<file path="src/logic/pcs_pkg.sv">
package pcs_pkg;

	// configuration offsets of the registers held here
	localparam logic [7:0] OFS_STATUS = 8'h06;
	localparam logic [7:0] OFS_REVISION = 8'h08;
	localparam logic [7:0] OFS_PROG_IF = 8'h09;

	// dword index of a configuration offset
	localparam int DW_LSB = 2;

	// status field positions
	localparam int STA_BIT = 11;
	localparam int TIMING_HI = 10;
	localparam int TIMING_LO = 9;
	localparam int DPR_BIT = 8;
	localparam int B2B_BIT = 7;
	localparam int CAP_BIT = 4;

	// status sits in the upper half of its dword
	localparam int STATUS_SHIFT = 16;
	localparam int STATUS_LANE = 3;
	localparam int STATUS_W = 16;

	// timing class codes, medium is the one this target uses
	localparam logic [1:0] TIMING_FAST = 2'h0;
	localparam logic [1:0] TIMING_MEDIUM = 2'h1;
	localparam logic [1:0] TIMING_SLOW = 2'h2;

	// fixed field values
	localparam logic [7:0] PROG_IF_VALUE = 8'h00;
	localparam logic BIT_ONE = 1'b1;
	localparam logic [3:0] BE_NONE = 4'h0;
	localparam logic [31:0] DATA_ZERO = 32'h0000_0000;
	localparam logic [15:0] STATUS_ZERO = 16'h0000;

	// address space of a target access
	typedef enum logic [1:0]
	{
		SP_CFG = 2'b00,
		SP_DEV = 2'b01,
		SP_ROM = 2'b10,
		SP_CBRAM = 2'b11
	} pcs_space_e;

	// transaction state
	typedef enum logic
	{
		ST_IDLE = 1'b0,
		ST_CLAIM = 1'b1
	} pcs_state_e;

	// one decoded target access, valid in its address phase
	typedef struct packed
	{
		logic valid;
		logic write;
		pcs_space_e space;
		logic host_only;
		logic [3:0] be;
		logic [7:0] offset;
		logic [31:0] wdata;
		logic addr_perr;
		logic addr_match;
	} pcs_req_s;

	// device state that steers the abort decision
	typedef struct packed
	{
		logic [31:0] io_base_window;
		logic [31:0] option_rom_base;
		logic option_rom_decode_enable;
		logic serial_rom_access_mode;
		logic power_down_control;
		logic seq_paused;
		logic serr_active;
	} pcs_ctl_s;

	// target answer
	typedef struct packed
	{
		logic devsel;
		logic abort;
		logic done;
		logic [31:0] rdata;
	} pcs_rsp_s;

	// device register spaces, the control-block ram among them
	function automatic logic is_dev_space(input pcs_space_e sp);
		is_dev_space = (sp == SP_DEV) || (sp == SP_CBRAM);
	endfunction : is_dev_space

endpackage : pcs_pkg

</file>
<file path="src/logic/pcs_abort_check.sv">
`timescale 1ns/10ps
`default_nettype none

// decides in the address phase whether an access is target-aborted
module pcs_abort_check
(
	input var pcs_pkg::pcs_req_s req,
	input var pcs_pkg::pcs_ctl_s ctl,
	output logic abort
);

	// exactly one byte lane active
	function automatic logic one_byte(input logic [3:0] be);
		one_byte = (be != pcs_pkg::BE_NONE) && ((be & (be - 4'h1)) == pcs_pkg::BE_NONE);
	endfunction : one_byte

	logic no_lanes; // empty data phase, legal
	logic bad_width;
	logic alias_hit;
	logic serial_hit;
	logic pdown_hit;
	logic perr_hit;
	logic seq_hit;

	// each abort cause on its own
	always_comb
	begin
		no_lanes = (req.be == pcs_pkg::BE_NONE);
		// device access or rom write wider than one byte
		bad_width = !no_lanes && !one_byte(req.be)
			&& (pcs_pkg::is_dev_space(req.space)
			|| (req.space == pcs_pkg::SP_ROM && req.write));
		// io window and rom window collide while rom decodes
		alias_hit = (req.space != pcs_pkg::SP_CFG) && ctl.option_rom_decode_enable
			&& (ctl.io_base_window == ctl.option_rom_base);
		// control-block ram locked out in serial rom mode
		serial_hit = ctl.serial_rom_access_mode && (req.space == pcs_pkg::SP_CBRAM);
		// power down leaves only host-only and config registers
		pdown_hit = ctl.power_down_control && (req.space != pcs_pkg::SP_CFG)
			&& !req.host_only;
		// address parity error on our own address with system error raised
		perr_hit = req.addr_perr && req.addr_match && ctl.serr_active;
		// device registers other than host-only ones need the sequencer paused
		seq_hit = pcs_pkg::is_dev_space(req.space) && !req.host_only
			&& !ctl.seq_paused;
		abort = bad_width || alias_hit || serial_hit || pdown_hit || perr_hit || seq_hit;
	end

endmodule : pcs_abort_check

`default_nettype wire

</file>
<file path="src/logic/pcs_cfg_status.sv">
`timescale 1ns/10ps
`default_nettype none

// What this block does
// - abort device access or rom write not one byte
// - abort when io and rom bases alias, rom on
// - abort control-block ram access in serial rom mode
// - power down aborts all but host-only and config
// - abort on own address parity error with serr
// - abort device registers while sequencer runs, host-only excepted
// - empty byte enables are legal, never aborted for width
// - status bits 10:9 read fixed medium timing
// - claim with devsel on second clock
// - set bit 8 on master parity report
// - bit 8 cleared by reset or write one
// - bit 7 reads one, back-to-back accepted
// - bit 4 reads one, capability list present
// - revision byte read-only, per silicon revision
// - programming interface byte always reads zero
// - revision readable at any time except on an address parity abort
// - bit 11 set on abort, write-one clears
module pcs_cfg_status
#(
	// revision code, value arbitrary
	parameter logic [7:0] REVISION = 8'h03
)
(
	input wire logic clk,
	input wire logic rst,
	input var pcs_pkg::pcs_req_s req,
	input var pcs_pkg::pcs_ctl_s ctl,
	input wire logic parity_response_enable,
	input wire logic master_perr_event,
	output pcs_pkg::pcs_rsp_s rsp,
	output logic [15:0] status_o
);

	// transaction state
	pcs_pkg::pcs_state_e state_ff;
	pcs_pkg::pcs_state_e nxt_state;

	// sticky status flags
	logic sta_ff;
	logic nxt_sta;
	logic dpr_ff;
	logic nxt_dpr;

	// answer held for the claim cycle
	logic abort_ff;
	logic [31:0] rdata_ff;
	logic [31:0] nxt_rdata;

	// address phase decode
	logic taken; // access accepted this cycle
	logic abort_now; // abort decision for it
	logic cfg_access; // configuration space access
	logic status_wr; // write reaching the status half
	logic dpr_clr; // write one to bit 8
	logic sta_clr; // write one to bit 11
	logic dpr_set; // master parity event

	// abort decision, purely combinational
	pcs_abort_check u_check
	(
		.req(req),
		.ctl(ctl),
		.abort(abort_now)
	);

	// decode of the incoming access
	always_comb
	begin
		// always ready, so fast back-to-back accesses are taken as they come
		taken = req.valid;
		cfg_access = (req.space == pcs_pkg::SP_CFG);
		// an aborted write does not reach the status register
		status_wr = taken && req.write && cfg_access && !abort_now
			&& (req.offset[7:pcs_pkg::DW_LSB] == pcs_pkg::OFS_STATUS[7:pcs_pkg::DW_LSB])
			&& req.be[pcs_pkg::STATUS_LANE];
		dpr_clr = status_wr && req.wdata[pcs_pkg::STATUS_SHIFT + pcs_pkg::DPR_BIT];
		sta_clr = status_wr && req.wdata[pcs_pkg::STATUS_SHIFT + pcs_pkg::STA_BIT];
		// only reported when parity response is enabled
		dpr_set = parity_response_enable && master_perr_event;
	end

	// next state: claim one clock after the address phase
	always_comb
	begin
		nxt_state = pcs_pkg::ST_IDLE;
		if (taken)
		begin
			// medium decode, devsel on the second clock
			nxt_state = pcs_pkg::ST_CLAIM;
		end
	end

	// state register
	always_ff @(posedge clk or posedge rst)
	begin
		if (rst)
		begin
			state_ff <= pcs_pkg::ST_IDLE;
		end
		else
		begin
			state_ff <= nxt_state;
		end
	end

	// target-abort flag: a set in the same cycle beats the clear
	always_comb
	begin
		nxt_sta = sta_ff;
		if (taken && abort_now)
		begin
			// set wins over a simultaneous write one
			nxt_sta = 1'b1;
		end
		else if (sta_clr)
		begin
			nxt_sta = 1'b0;
		end
	end

	// parity reported flag: a set in the same cycle beats the clear
	always_comb
	begin
		nxt_dpr = dpr_ff;
		if (dpr_set)
		begin
			nxt_dpr = 1'b1;
		end
		else if (dpr_clr)
		begin
			// write one clears, write zero leaves it
			nxt_dpr = 1'b0;
		end
	end

	// sticky flags, both clear under reset
	always_ff @(posedge clk or posedge rst)
	begin
		if (rst)
		begin
			sta_ff <= 1'b0;
			dpr_ff <= 1'b0;
		end
		else
		begin
			sta_ff <= nxt_sta;
			dpr_ff <= nxt_dpr;
		end
	end

	// status half as read by the host
	always_comb
	begin
		// bits 6, 5 and 3:0 and the unheld upper bits stay zero
		status_o = pcs_pkg::STATUS_ZERO;
		status_o[pcs_pkg::STA_BIT] = sta_ff;
		// fixed timing class, read only
		status_o[pcs_pkg::TIMING_HI:pcs_pkg::TIMING_LO] = pcs_pkg::TIMING_MEDIUM;
		status_o[pcs_pkg::DPR_BIT] = dpr_ff;
		status_o[pcs_pkg::B2B_BIT] = pcs_pkg::BIT_ONE;
		status_o[pcs_pkg::CAP_BIT] = pcs_pkg::BIT_ONE;
	end

	// read data of the accepted access
	always_comb
	begin
		nxt_rdata = pcs_pkg::DATA_ZERO;
		if (taken && !req.write && cfg_access && !abort_now)
		begin
			if (req.offset[7:pcs_pkg::DW_LSB] == pcs_pkg::OFS_STATUS[7:pcs_pkg::DW_LSB])
			begin
				// status in the upper half, command lives elsewhere
				nxt_rdata[pcs_pkg::STATUS_SHIFT +: pcs_pkg::STATUS_W] = status_o;
			end
			else if (req.offset[7:pcs_pkg::DW_LSB]
				== pcs_pkg::OFS_REVISION[7:pcs_pkg::DW_LSB])
			begin
				// revision is gated only by an address parity abort, not by power down or the sequencer
				nxt_rdata[8*pcs_pkg::OFS_REVISION[1:0] +: 8] = REVISION;
				nxt_rdata[8*pcs_pkg::OFS_PROG_IF[1:0] +: 8] = pcs_pkg::PROG_IF_VALUE;
			end
		end
	end

	// answer registers, loaded on every accepted access
	always_ff @(posedge clk or posedge rst)
	begin
		if (rst)
		begin
			abort_ff <= 1'b0;
			rdata_ff <= pcs_pkg::DATA_ZERO;
		end
		else if (taken)
		begin
			abort_ff <= abort_now;
			rdata_ff <= nxt_rdata;
		end
	end

	// handshake outputs during the claim cycle
	always_comb
	begin
		rsp.devsel = (state_ff == pcs_pkg::ST_CLAIM);
		rsp.abort = (state_ff == pcs_pkg::ST_CLAIM) && abort_ff;
		// an empty data phase still completes normally
		rsp.done = (state_ff == pcs_pkg::ST_CLAIM) && !abort_ff;
		rsp.rdata = rdata_ff;
	end
endmodule : pcs_cfg_status

`default_nettype wire

</file>
<file path="config.mk">
export PLATFORM = sky130hd
export DESIGN_NAME = pcs_cfg_status
export DESIGN_NICKNAME = d
export VERILOG_FILES = /design/src/logic/pcs_pkg.sv /design/src/logic/pcs_abort_check.sv /design/src/logic/pcs_cfg_status.sv
export SDC_FILE = /design/constraint.sdc
export NUM_CORES = 1
export LEC_CHECK = 0
export CORE_AREA = 5 5 64 66
export CTS_CLUSTER_DIAMETER = 200
export DETAILED_ROUTE_END_ITERATION = 6
export DIE_AREA = 0 0 69 71
export DONT_BUFFER_PORTS = 1
export HOLD_SLACK_MARGIN = 0.15
export PLACE_DENSITY = 0.5
export SYNTH_ARGS = -nofsm -noshare
export SYNTH_HDL_FRONTEND = slang
export SYNTH_SLANG_ARGS = --single-unit
</file>
<file path="constraint.sdc">
create_clock -name clk -period 0.9 [get_ports clk]
set_input_delay 0 -clock clk [delete_from_list [all_inputs] [get_ports clk]]
set_output_delay 0 -clock clk [all_outputs]
set_load 0.02 [all_outputs]
</file>
* Yosys cells after proc, flatten, opt, wreduce, memory -nomap -nowiden
Index checks and enable logic that the tools add are counted.
Cells by class: bitwise logic cells 1, reduce and logical (&&, ||, !) cells 48, muxes and demuxes 9, eq/ne operators 6, $add $sub $neg 1
Operator list (number):
- $eq A32 B32 Y1 | 1
- $mux W32 | 1
- $logic_and A1 B1 Y1 | 27
- $mux W16 | 1
- $mux W12 | 1
- $logic_not A4 Y1 | 2
- $logic_not A1 Y1 | 7
- $logic_or A1 B1 Y1 | 7
- $eq A6 B1 Y1 const B | 1
- $eq A6 B2 Y1 const B | 1
- $reduce_bool A2 Y1 | 3
- $mux W1 | 5
- $and A4 B4 Y4 | 1
- $eq A2 B2 Y1 const B | 2
- $reduce_bool A4 Y1 | 1
- $sub A4 B1 Y4 const B | 1
- $eq A2 B1 Y1 const B | 1
- $logic_not A2 Y1 | 1
- $mux W2 | 1
Storage, ports and cells: register bits 36, bits of input ports 124, logic and storage cells 70

* Depth between registers and ports, before layout
Gate-level depths: netlist (run 1).
depth in word-level cells 19, gate-level depth with buffers 5, mapped depth without buffers 5

* By module
A second synthesis (run 1) with hierarchy kept.
Second synthesis, totals: cell total of the unflattened synthesis 136, area total of the unflattened synthesis 1169.9 µm²
By module, submodules not included:
- pcs_cfg_status | area each 742.0 µm², seq. area each 200.2 µm², times used 1, cells an instance 83
- pcs_abort_check | area each 427.9 µm², seq. area each 0.0 µm², times used 1, cells an instance 53

* Worst setup path after synthesis (run 1)
No wires, ideal clock.
path kind in2reg, start input req[41] in the netlist's numbering, end register dpr_ff, path slack -0.151 ns, cell stages on the path 5, arrival time 0.930 ns, path buffers 0, path through nor4_2 nand4b_1 nor4_2 nand2_1 a22o_1
Between the ends: cells in the longest elaborated chain, start to end 5
Ends and longest elaborated chain:
- from (decl) | RTL line pcs_cfg_status.sv:30 | input var pcs_pkg::pcs_req_s req,
- $eq A6 B1 Y1 | RTL line pcs_cfg_status.sv:78 | && (req.offset[7:pcs_pkg::DW_LSB] == pcs_pkg::OFS_STATUS[7:pcs_pkg::DW_LSB])
- $logic_and A1 B1 Y1 | RTL line pcs_cfg_status.sv:78
- $logic_and A1 B1 Y1 | RTL line pcs_cfg_status.sv:79 | && req.be[pcs_pkg::STATUS_LANE];
- $logic_and A1 B1 Y1 | RTL line pcs_cfg_status.sv:80 | dpr_clr = status_wr && req.wdata[pcs_pkg::STATUS_SHIFT + pcs_pkg::DPR_BIT];
- $reduce_bool A2 Y1 (no line)
- to (signal assigned) | RTL line pcs_cfg_status.sv:151 | dpr_ff <= nxt_dpr;
- to (decl) | RTL line pcs_cfg_status.sv:45 | logic dpr_ff;
Every way passes these cells. A chain may end at the register's enable or synchronous reset.

* Worst setup path in the final report (run 1)
Same ends and word-level chain as after synthesis.

==> results of run 1 <==
-- cells by family (layout without fill, tap and decap cells) --
kind of cell,count (synthesis),after routing
other,2,39
adders and majority gates,1,1
AOI/OAI and AO/OA,13,13
buffers and inverters,47,21
and+or+nand+nor,31,31
DFF,8,8
xor gates and xnor gates,32,32
-- final timing paths --
path | start | end | slack (ns) | cells past startpoint
setup / recovery | req[41] | dpr_ff | -0.04 | 5
hold / removal | req[50] | state_ff | -0.22 | 0
setup reg to reg | sta_ff | sta_ff | 0.03 | 2
hold reg to reg | rdata_ff[25] | rdata_ff[25] | 0.48 | 1
max in group asynchronous | rst | rdata_ff[25] | 0.53 | 2
min in group asynchronous | rst | rdata_ff[1] | 0.14 | 2
-- repair_timing --
action | CTS | global route
resized for setup | 0 | 3
endpoints found under the hold margin | 16 | 5
endpoints found under the setup margin | 3 | 4
setup buffers | 1 | 0
-- cells in the final DEF (no fill, tap or decap), types with 2 or more instances in the layout --
cell and count:
conb_1 39, xnor2_1 31, buf_4 10, dfrtp_1 8
nand4_1 7, dlygate4sd3_1 6, nand2_1 5, nor2b_1 4
a22o_1 4, nor3_1 3, nand3_1 3, clkbuf_4 3
inv_1 2, nor4_4 2, nor2_1 2, a31oi_1 2
-- area by class of cell --
class	count	area (um2)
Fill cell	380	2340
Multi-Input combinational cell	116	757
Tap cell	48	60.1
Timing Repair Buffer	16	135
Clock buffer	3	22.5
Inverter	2	7.51
Sequential cell	8	200
-- sequential cells by signal (all words and copies together), names as in the netlist --
signal	cells
rdata_ff	4
abort_ff	1
dpr_ff	1
sta_ff	1
state_ff	1
-- metrics by stage --
| stage | utilization | total power [mW] | setup TNS [ns] |
|---|---|---|---|
| after floorplan | - | 0.867 | -0.430 |
| after global placement | 0.307 | 0.768 | -0.682 |
| after detailed placement | 0.307 | 0.776 | -1.12 |
| after CTS | 0.332 | 1.07 | -0.0355 |
| after global routing | 0.336 | 1.13 | -0.275 |
| final | 0.336 | 1.07 | -0.0399 |
-- layer usage --
layer,wire length [um],GRT usage
met5,0,0
met4,19,0.0325
met3,316,0.0327
met2,1650,0.202
met1,889,0.0932
-- worst register-to-register path: cells and delay by family, from the launching register on --
family / cells / cell delay, ns
compound gates: 2 / 0.39
flops: 1 / 0.41
-- power breakdown --
part           internal, mW  switching (mW)  leakage (nW)
Sequential            0.369         0.00686        0.0957
Clock                 0.152           0.108        0.0138
Combinational         0.177           0.253         0.384
==> run metrics, run 1 <==
status complete, but fails checks; failing checks hold timing, setup timing; Hold Violations, Final 3; top-area cell type share of the netlist area 0.295; critical path's largest stage delay about 0.30 ns; drt pass-1 iters 4; critical path class in2reg; Yosys top cell by area buf_4; CP max FO 2; Synth area leaders buf_4 30%, xnor2_1 24%, dfrtp_1 18%; layout cells sized above 1 0.131; hpwl dp about 2700 um; post-synthesis cell type count 28; die area about 4900 um2; post-synthesis mux area share 0; Final Cycle Share 1.04; routability cong. ~0.79; largest family of logic cells by synthesized area buffers and inverters; pre-CTS worst setup slack -0.291 ns; Post-Syn Instances between 100 and 150; fmax roughly 1.1 GHz; Post-DP Area approximately 1100 um2; Die Span Y about 71 um; Post-Route WL between 2000 and 3000 um; Root Driver clkbuf_4; Synth Area in Adders 0.00985; worst hold path class in2reg; initial antenna violation count 0; Worst Path Required just over 1 ns; vias per cell ~4.5; overall die width slightly below 70 um; Top cell by count, worst path nor4_4; Post-synth EDFFs 0; max-cap violation count 0; P per Cell Area around 900 nW/um2; cell area after layout 1180 um2; fraction of the yosys area taken by sequential cells 0.175; CTS Buf Count 3; # diodes 0; Max IR drop VDD about 0.23 mV; Leak 0.493 nW; Total Nets Final around 270; wire per inst approximately 15 um; Critical Path AT approximately 1.1 ns; Crit path buffers/inverters 0; pins over their slew limit 0; worst hold slack -0.217 ns; Final Critical Period approximately 0.94 ns; endpoints failing setup 1; slowest CP cell nor4_4; fin cells around 190; most common cell in the netlist buf_4; Async S/R FF share, synth 1.00; DRC 0; Total GRT Usage 0.100; Worst Skew approximately 0.0052 ns; Post-Synth XOR/XNOR Area 0.245; largest net degree at the start of global routing 9; Worst Slack Setup Final -0.0399 ns; Placed Cells 183; crit start category primary input; crit path capture type flip-flop; CTS Hold Buffers Added 6; initial drt markers 35; post-synthesis register bit count 8; first-pass GRT wire length around 4000 um; Simple-Gate Fraction of Synth Area 0.164; CTS tree done; CTS Sinks 8; worst-path cell chain nor4_4 -> nand4b_1 -> nor4_4 -> nand2_1 -> a22o_1; Rows 22; cell family with most CP delay simple AND/OR/NAND/NOR gates; Clock Path Buffers 2; vias in the first global route 893; Port Buffers 0; Area Growth Syn to Fin 3.39%; GRT Residual Overflow 0; final antenna-violating net count 0; top_reg_cell synth dfrtp_1; Post-Syn Area about 1100 um2; Max H-tree Level 1; synth cell count leaders 45 x buf_4, 31 x xnor2_1, 8 x dfrtp_1; Core Box Area approximately 3500 um2; Syn Area/Cell roughly 8.5 um2; Initial Util 0.325; Via Count 860; CTS clk-pin slew, worst paths ~0.05 ns; clock latency on the worst-skew pair between 0.2 and 0.3 ns; RSZ-0062 raised after global routing true; compound-cell area share of the yosys netlist 0.0974; yosys warns 0; IO Pins ~180
(Power assumes the default switching activity.)
==> run 2: changes to the inputs <==
- CORE_AREA: 5 5 64 66 -> unset
- CORE_MARGIN: unset -> 5
- CORE_UTILIZATION: unset -> 30
- DIE_AREA: 0 0 69 71 -> unset
- PLACE_DENSITY: 0.5 -> 0.47
==> run metrics, run 2 (same netlist as run 1, synthesis figures left out) <==
status complete, but fails checks; failing checks hold timing, setup timing; Hold Startpoint req[50]; fmax about 1.1 GHz; Rows 22; CP max FO 2; GRT Residual Overflow 0; Root Driver clkbuf_8; crit path capture type flip-flop; fin cells 194; DRC 0; Worst Slack Setup Final -0.0456 ns; final antenna-violating net count 0; Placed Cells between 150 and 200; post-layout util 0.331; most frequent cells in the layout 39 x conb_1, 31 x xnor2_1, 10 x buf_4; CTS Buf Count 3; Worst Skew around 0.00033 ns; first-pass GRT wire length ~3900 um; pre-CTS worst setup slack -0.275 ns; cell area after layout roughly 1200 um2; initial antenna violation count 0; Clock Path Buffers 2; clock latency on the worst-skew pair around 0.23 ns; beginning of the critical path req[41]; CTS clk-pin slew, worst paths roughly 0.04 ns; wire per inst ~15 um; vias per cell about 4.3; crit start category primary input; critical path class in2reg; Final Cycle Share 1.05; P per Cell Area between 1000 and 1500 nW/um2; drt pass-1 iters 2; Max H-tree Level 1; Core Box Area 3690 um2; Hold Violations, Final 3; worst hold path class in2reg; IO Pins 175; Max IR drop VDD 0.264 mV; endpoints failing setup 2; Total Nets Final ~270; worst hold slack -0.200 ns; max-cap violation count 0; hpwl dp ~2700 um; RSZ-0062 raised after global routing true; Post-Route WL 2900 um; max FFs per register 4; Total GRT Usage 0.0953; Die Span Y 71.7 um; Port Buffers 0; routability cong. slightly below 0.8; layout cells sized above 1 0.137; Reg-to-Reg Start sta_ff; initial drt markers 12; Initial Util 0.310; overall die width between 70 and 80 um; largest reg by FF count rdata_ff; CTS tree done; Post-DP Area about 1100 um2; Leak ~0.5 nW; Critical Path AT 1.06 ns; Final Critical Period roughly 0.95 ns; Via Count roughly 830; die area between 5000 and 6000 um2; Worst Path Required between 1 and 1.5 ns; vias in the first global route approximately 860; # diodes 0; pins over their slew limit 0; largest net degree at the start of global routing 9; CTS Sinks 8; commonest non-fill, non-tap cell in the layout conb_1; Area Growth Syn to Fin 6.67%
[run 2: area by class of cell]
class | count | area (um2)
fill | 412 | 2470
multi-input combinational | 116 | 766
sequential | 8 | 200
clock buffer | 3 | 41.3
timing repair buffer | 17 | 145
tap | 48 | 60.1
inverter | 2 | 7.51
[run 2: per-layer routing]
layer  routed length (um)  up-vias  GRT usage
li1                     -      394          -
met1                  930      360     0.0972
met2                 1580       75      0.186
met3                  364        2     0.0238
met4                   18        0     0.0313
met5                    0        -          0
[run 2: repair_timing]
| item | 4_1_cts | 5_1_grt |
|---|---|---|
| hold endpoints to repair | 16 | 5 |
| hold buffers | 6 | 1 |
| buffers inserted | 0 | 0 |
| pin swaps | 2 | 1 |
| resized for setup | 1 | 2 |
| setup endpoints to repair | 3 | 6 |
[run 2: final timing paths]
kind,slack [ns],cells after the start,to
worst max-delay path,-0.05,5,dpr_ff
worst min-delay path,-0.20,0,state_ff
worst max register to register,0.08,3,sta_ff
worst min register to register,0.50,1,rdata_ff[25]
max in group asynchronous,0.51,2,rdata_ff[27]
min in group asynchronous,0.16,2,rdata_ff[25]
[run 2: critical path, stage by stage]
cell and delay (ns):
nor4_4 0.27, nand4b_1 0.17, nor4_2 0.33, nand2_1 0.10, a22o_1 0.19
[run 2: stage by stage]
step                      hold slack [ns]  TNS, ns  power [mW]
final                              -0.200  -0.0574        1.23
after global routing               -0.206   -0.242        1.29
after CTS                          -0.206  -0.0434        1.24
after detailed placement           -0.150    -1.42       0.771
after global placement             -0.157    -1.17       0.765
after floorplan                    -0.184   -0.430       0.867
[run 2: where the power goes]
group / switching, mW / total [mW] / internal, mW
logic: 0.254 / 0.429 / 0.176
registers: 0.00644 / 0.377 / 0.370
clock network: 0.135 / 0.424 / 0.289
==> run 3: changes to the inputs <==
- HOLD_SLACK_MARGIN: 0.15 -> 0.02
==> run metrics, run 3 (same netlist as run 1, synthesis figures left out) <==
status complete, but fails checks; failing checks hold timing, setup timing; largest reg by FF count rdata_ff; CTS Sinks 8; Setup TNS -0.0618 ns; slowest CP cell nor4_2; worst hold path class in2reg; Hold Violations, Final 1; Crit path buffers/inverters 0; vias per cell roughly 4.3; CTS Hold Buffers Added 7; Area Growth Syn to Fin 6.67%; drt pass-1 iters 2; Worst Skew approximately 0.00011 ns; pins over their slew limit 0; IO Pins 175; Max H-tree Level 1; Placed Cells ~180; final antenna-violating net count 0; Critical Path AT 1.06 ns; # diodes 0; Core Box Area between 3000 and 4000 um2; worst hold slack -0.0107 ns; Total Nets Final around 270; Post-Route WL ~2900 um; Die Span Y about 70 um; largest net degree at the start of global routing 9; DRC 0; layout cells sized above 1 0.137; number of fill cells about 410; overall die width just over 70 um; Root Driver clkbuf_8; first-pass GRT wire length 3930 um; most frequent cells in the layout 39 x conb_1, 31 x xnor2_1, 10 x buf_4; worst-path cell chain nor4_4 -> nand4b_1 -> nor4_2 -> nand2_1 -> a22o_1; Worst Slack Setup Final -0.0483 ns; P per Cell Area a little over 1000 nW/um2; post-CTS setup buffer count 0; initial antenna violation count 0; clock latency on the worst-skew pair between 0.2 and 0.25 ns; max-cap violation count 0; Via Count approximately 840; Max IR drop VDD approximately 0.26 mV; commonest non-fill, non-tap cell in the layout conb_1; CP max FO 2; Port Buffers 0; Reg-to-Reg Start sta_ff; CTS Buf Count 3; critical path class in2reg; Worst Path Required between 1 and 1.5 ns; endpoints failing setup 2; GRT Residual Overflow 0; area occupied by multi-input gates 766 um2; die area around 5000 um2; register area ~200 um2; cell family with most CP delay simple AND/OR/NAND/NOR gates; Final Critical Period around 0.95 ns; Total GRT Usage 0.0967; Clock Path Buffers 2; initial drt markers 10; Final Cycle Share 1.05; fmax around 1.1 GHz; hpwl dp around 2700 um; wire per inst approximately 15 um; vias in the first global route 869; crit path capture type flip-flop; Tot Pwr about 1.2 mW; Initial Util 0.310; RSZ-0062 raised after global routing true; critical path's largest stage delay about 0.33 ns; Hold Startpoint req[47]; crit start category primary input; Leak roughly 0.51 nW; Rows 22; routability cong. between 0.7 and 0.8; fin cells about 190; beginning of the critical path req[41]; max FFs per register 4; CTS clk-pin slew, worst paths about 0.040 ns; CTS tree done
[run 3: cell counts in the layout (fill, tap and decap cells not counted)]
Identical to the previous run, type by type.
[run 3: worst paths after layout]
path / slack [ns] / end / cells past startpoint
hold / removal: -0.01 / abort_ff / 2
setup reg to reg: 0.08 / sta_ff / 3
min in group asynchronous: 0.16 / rdata_ff[25] / 2
setup / recovery: -0.05 / dpr_ff / 5
hold reg to reg: 0.50 / rdata_ff[25] / 1
max in group asynchronous: 0.51 / rdata_ff[1] / 2
[run 3: what timing repair did]
item                                    CTS  global route
pin swaps                                 2             1
endpoints found under the setup margin    3             6
hold endpoints to repair                 13             1
gates resized for setup                   1             2
[run 3: worst reg2reg max path, stage by stage, from the launching register on]
cell and delay (ns):
dfrtp_1 0.38, buf_4 0.17, nor2_1 0.08, a31oi_1 0.05
[run 3: area by class of cell]
class,count,area share
inverter,2,0.00615
clock buffer,3,0.0338
sequential,8,0.164
tap,48,0.0492
timing repair buffer,17,0.119
multi-input combinational,116,0.628
[run 3: stage by stage]
stage,utilization,worst slack [ns],hold slack (ns),area (um2)
after floorplan,-,-0.129,-0.184,1290
after global placement,0.295,-0.226,-0.157,1090
after detailed placement,0.295,-0.275,-0.150,1090
after CTS,0.328,-0.0401,-0.00751,1210
after global routing,0.331,-0.109,0.00825,1220
final,0.331,-0.0483,-0.0107,1220
[run 3: power breakdown]
part | total [mW] | switching (mW) | internal [mW] | leakage, nW
logic | 0.432 | 0.256 | 0.176 | 0.389
clock network | 0.423 | 0.134 | 0.289 | 0.0216
registers | 0.377 | 0.00663 | 0.370 | 0.0957
[run 3: per-layer routing]
layer	share of wire	global-route usage	routed length, um	up-vias
met5	0	0	0	-
met4	0.0062	0.0313	18	0
met3	0.12	0.0210	348	2
met2	0.54	0.189	1580	74
met1	0.33	0.101	969	368
li1	-	-	-	393
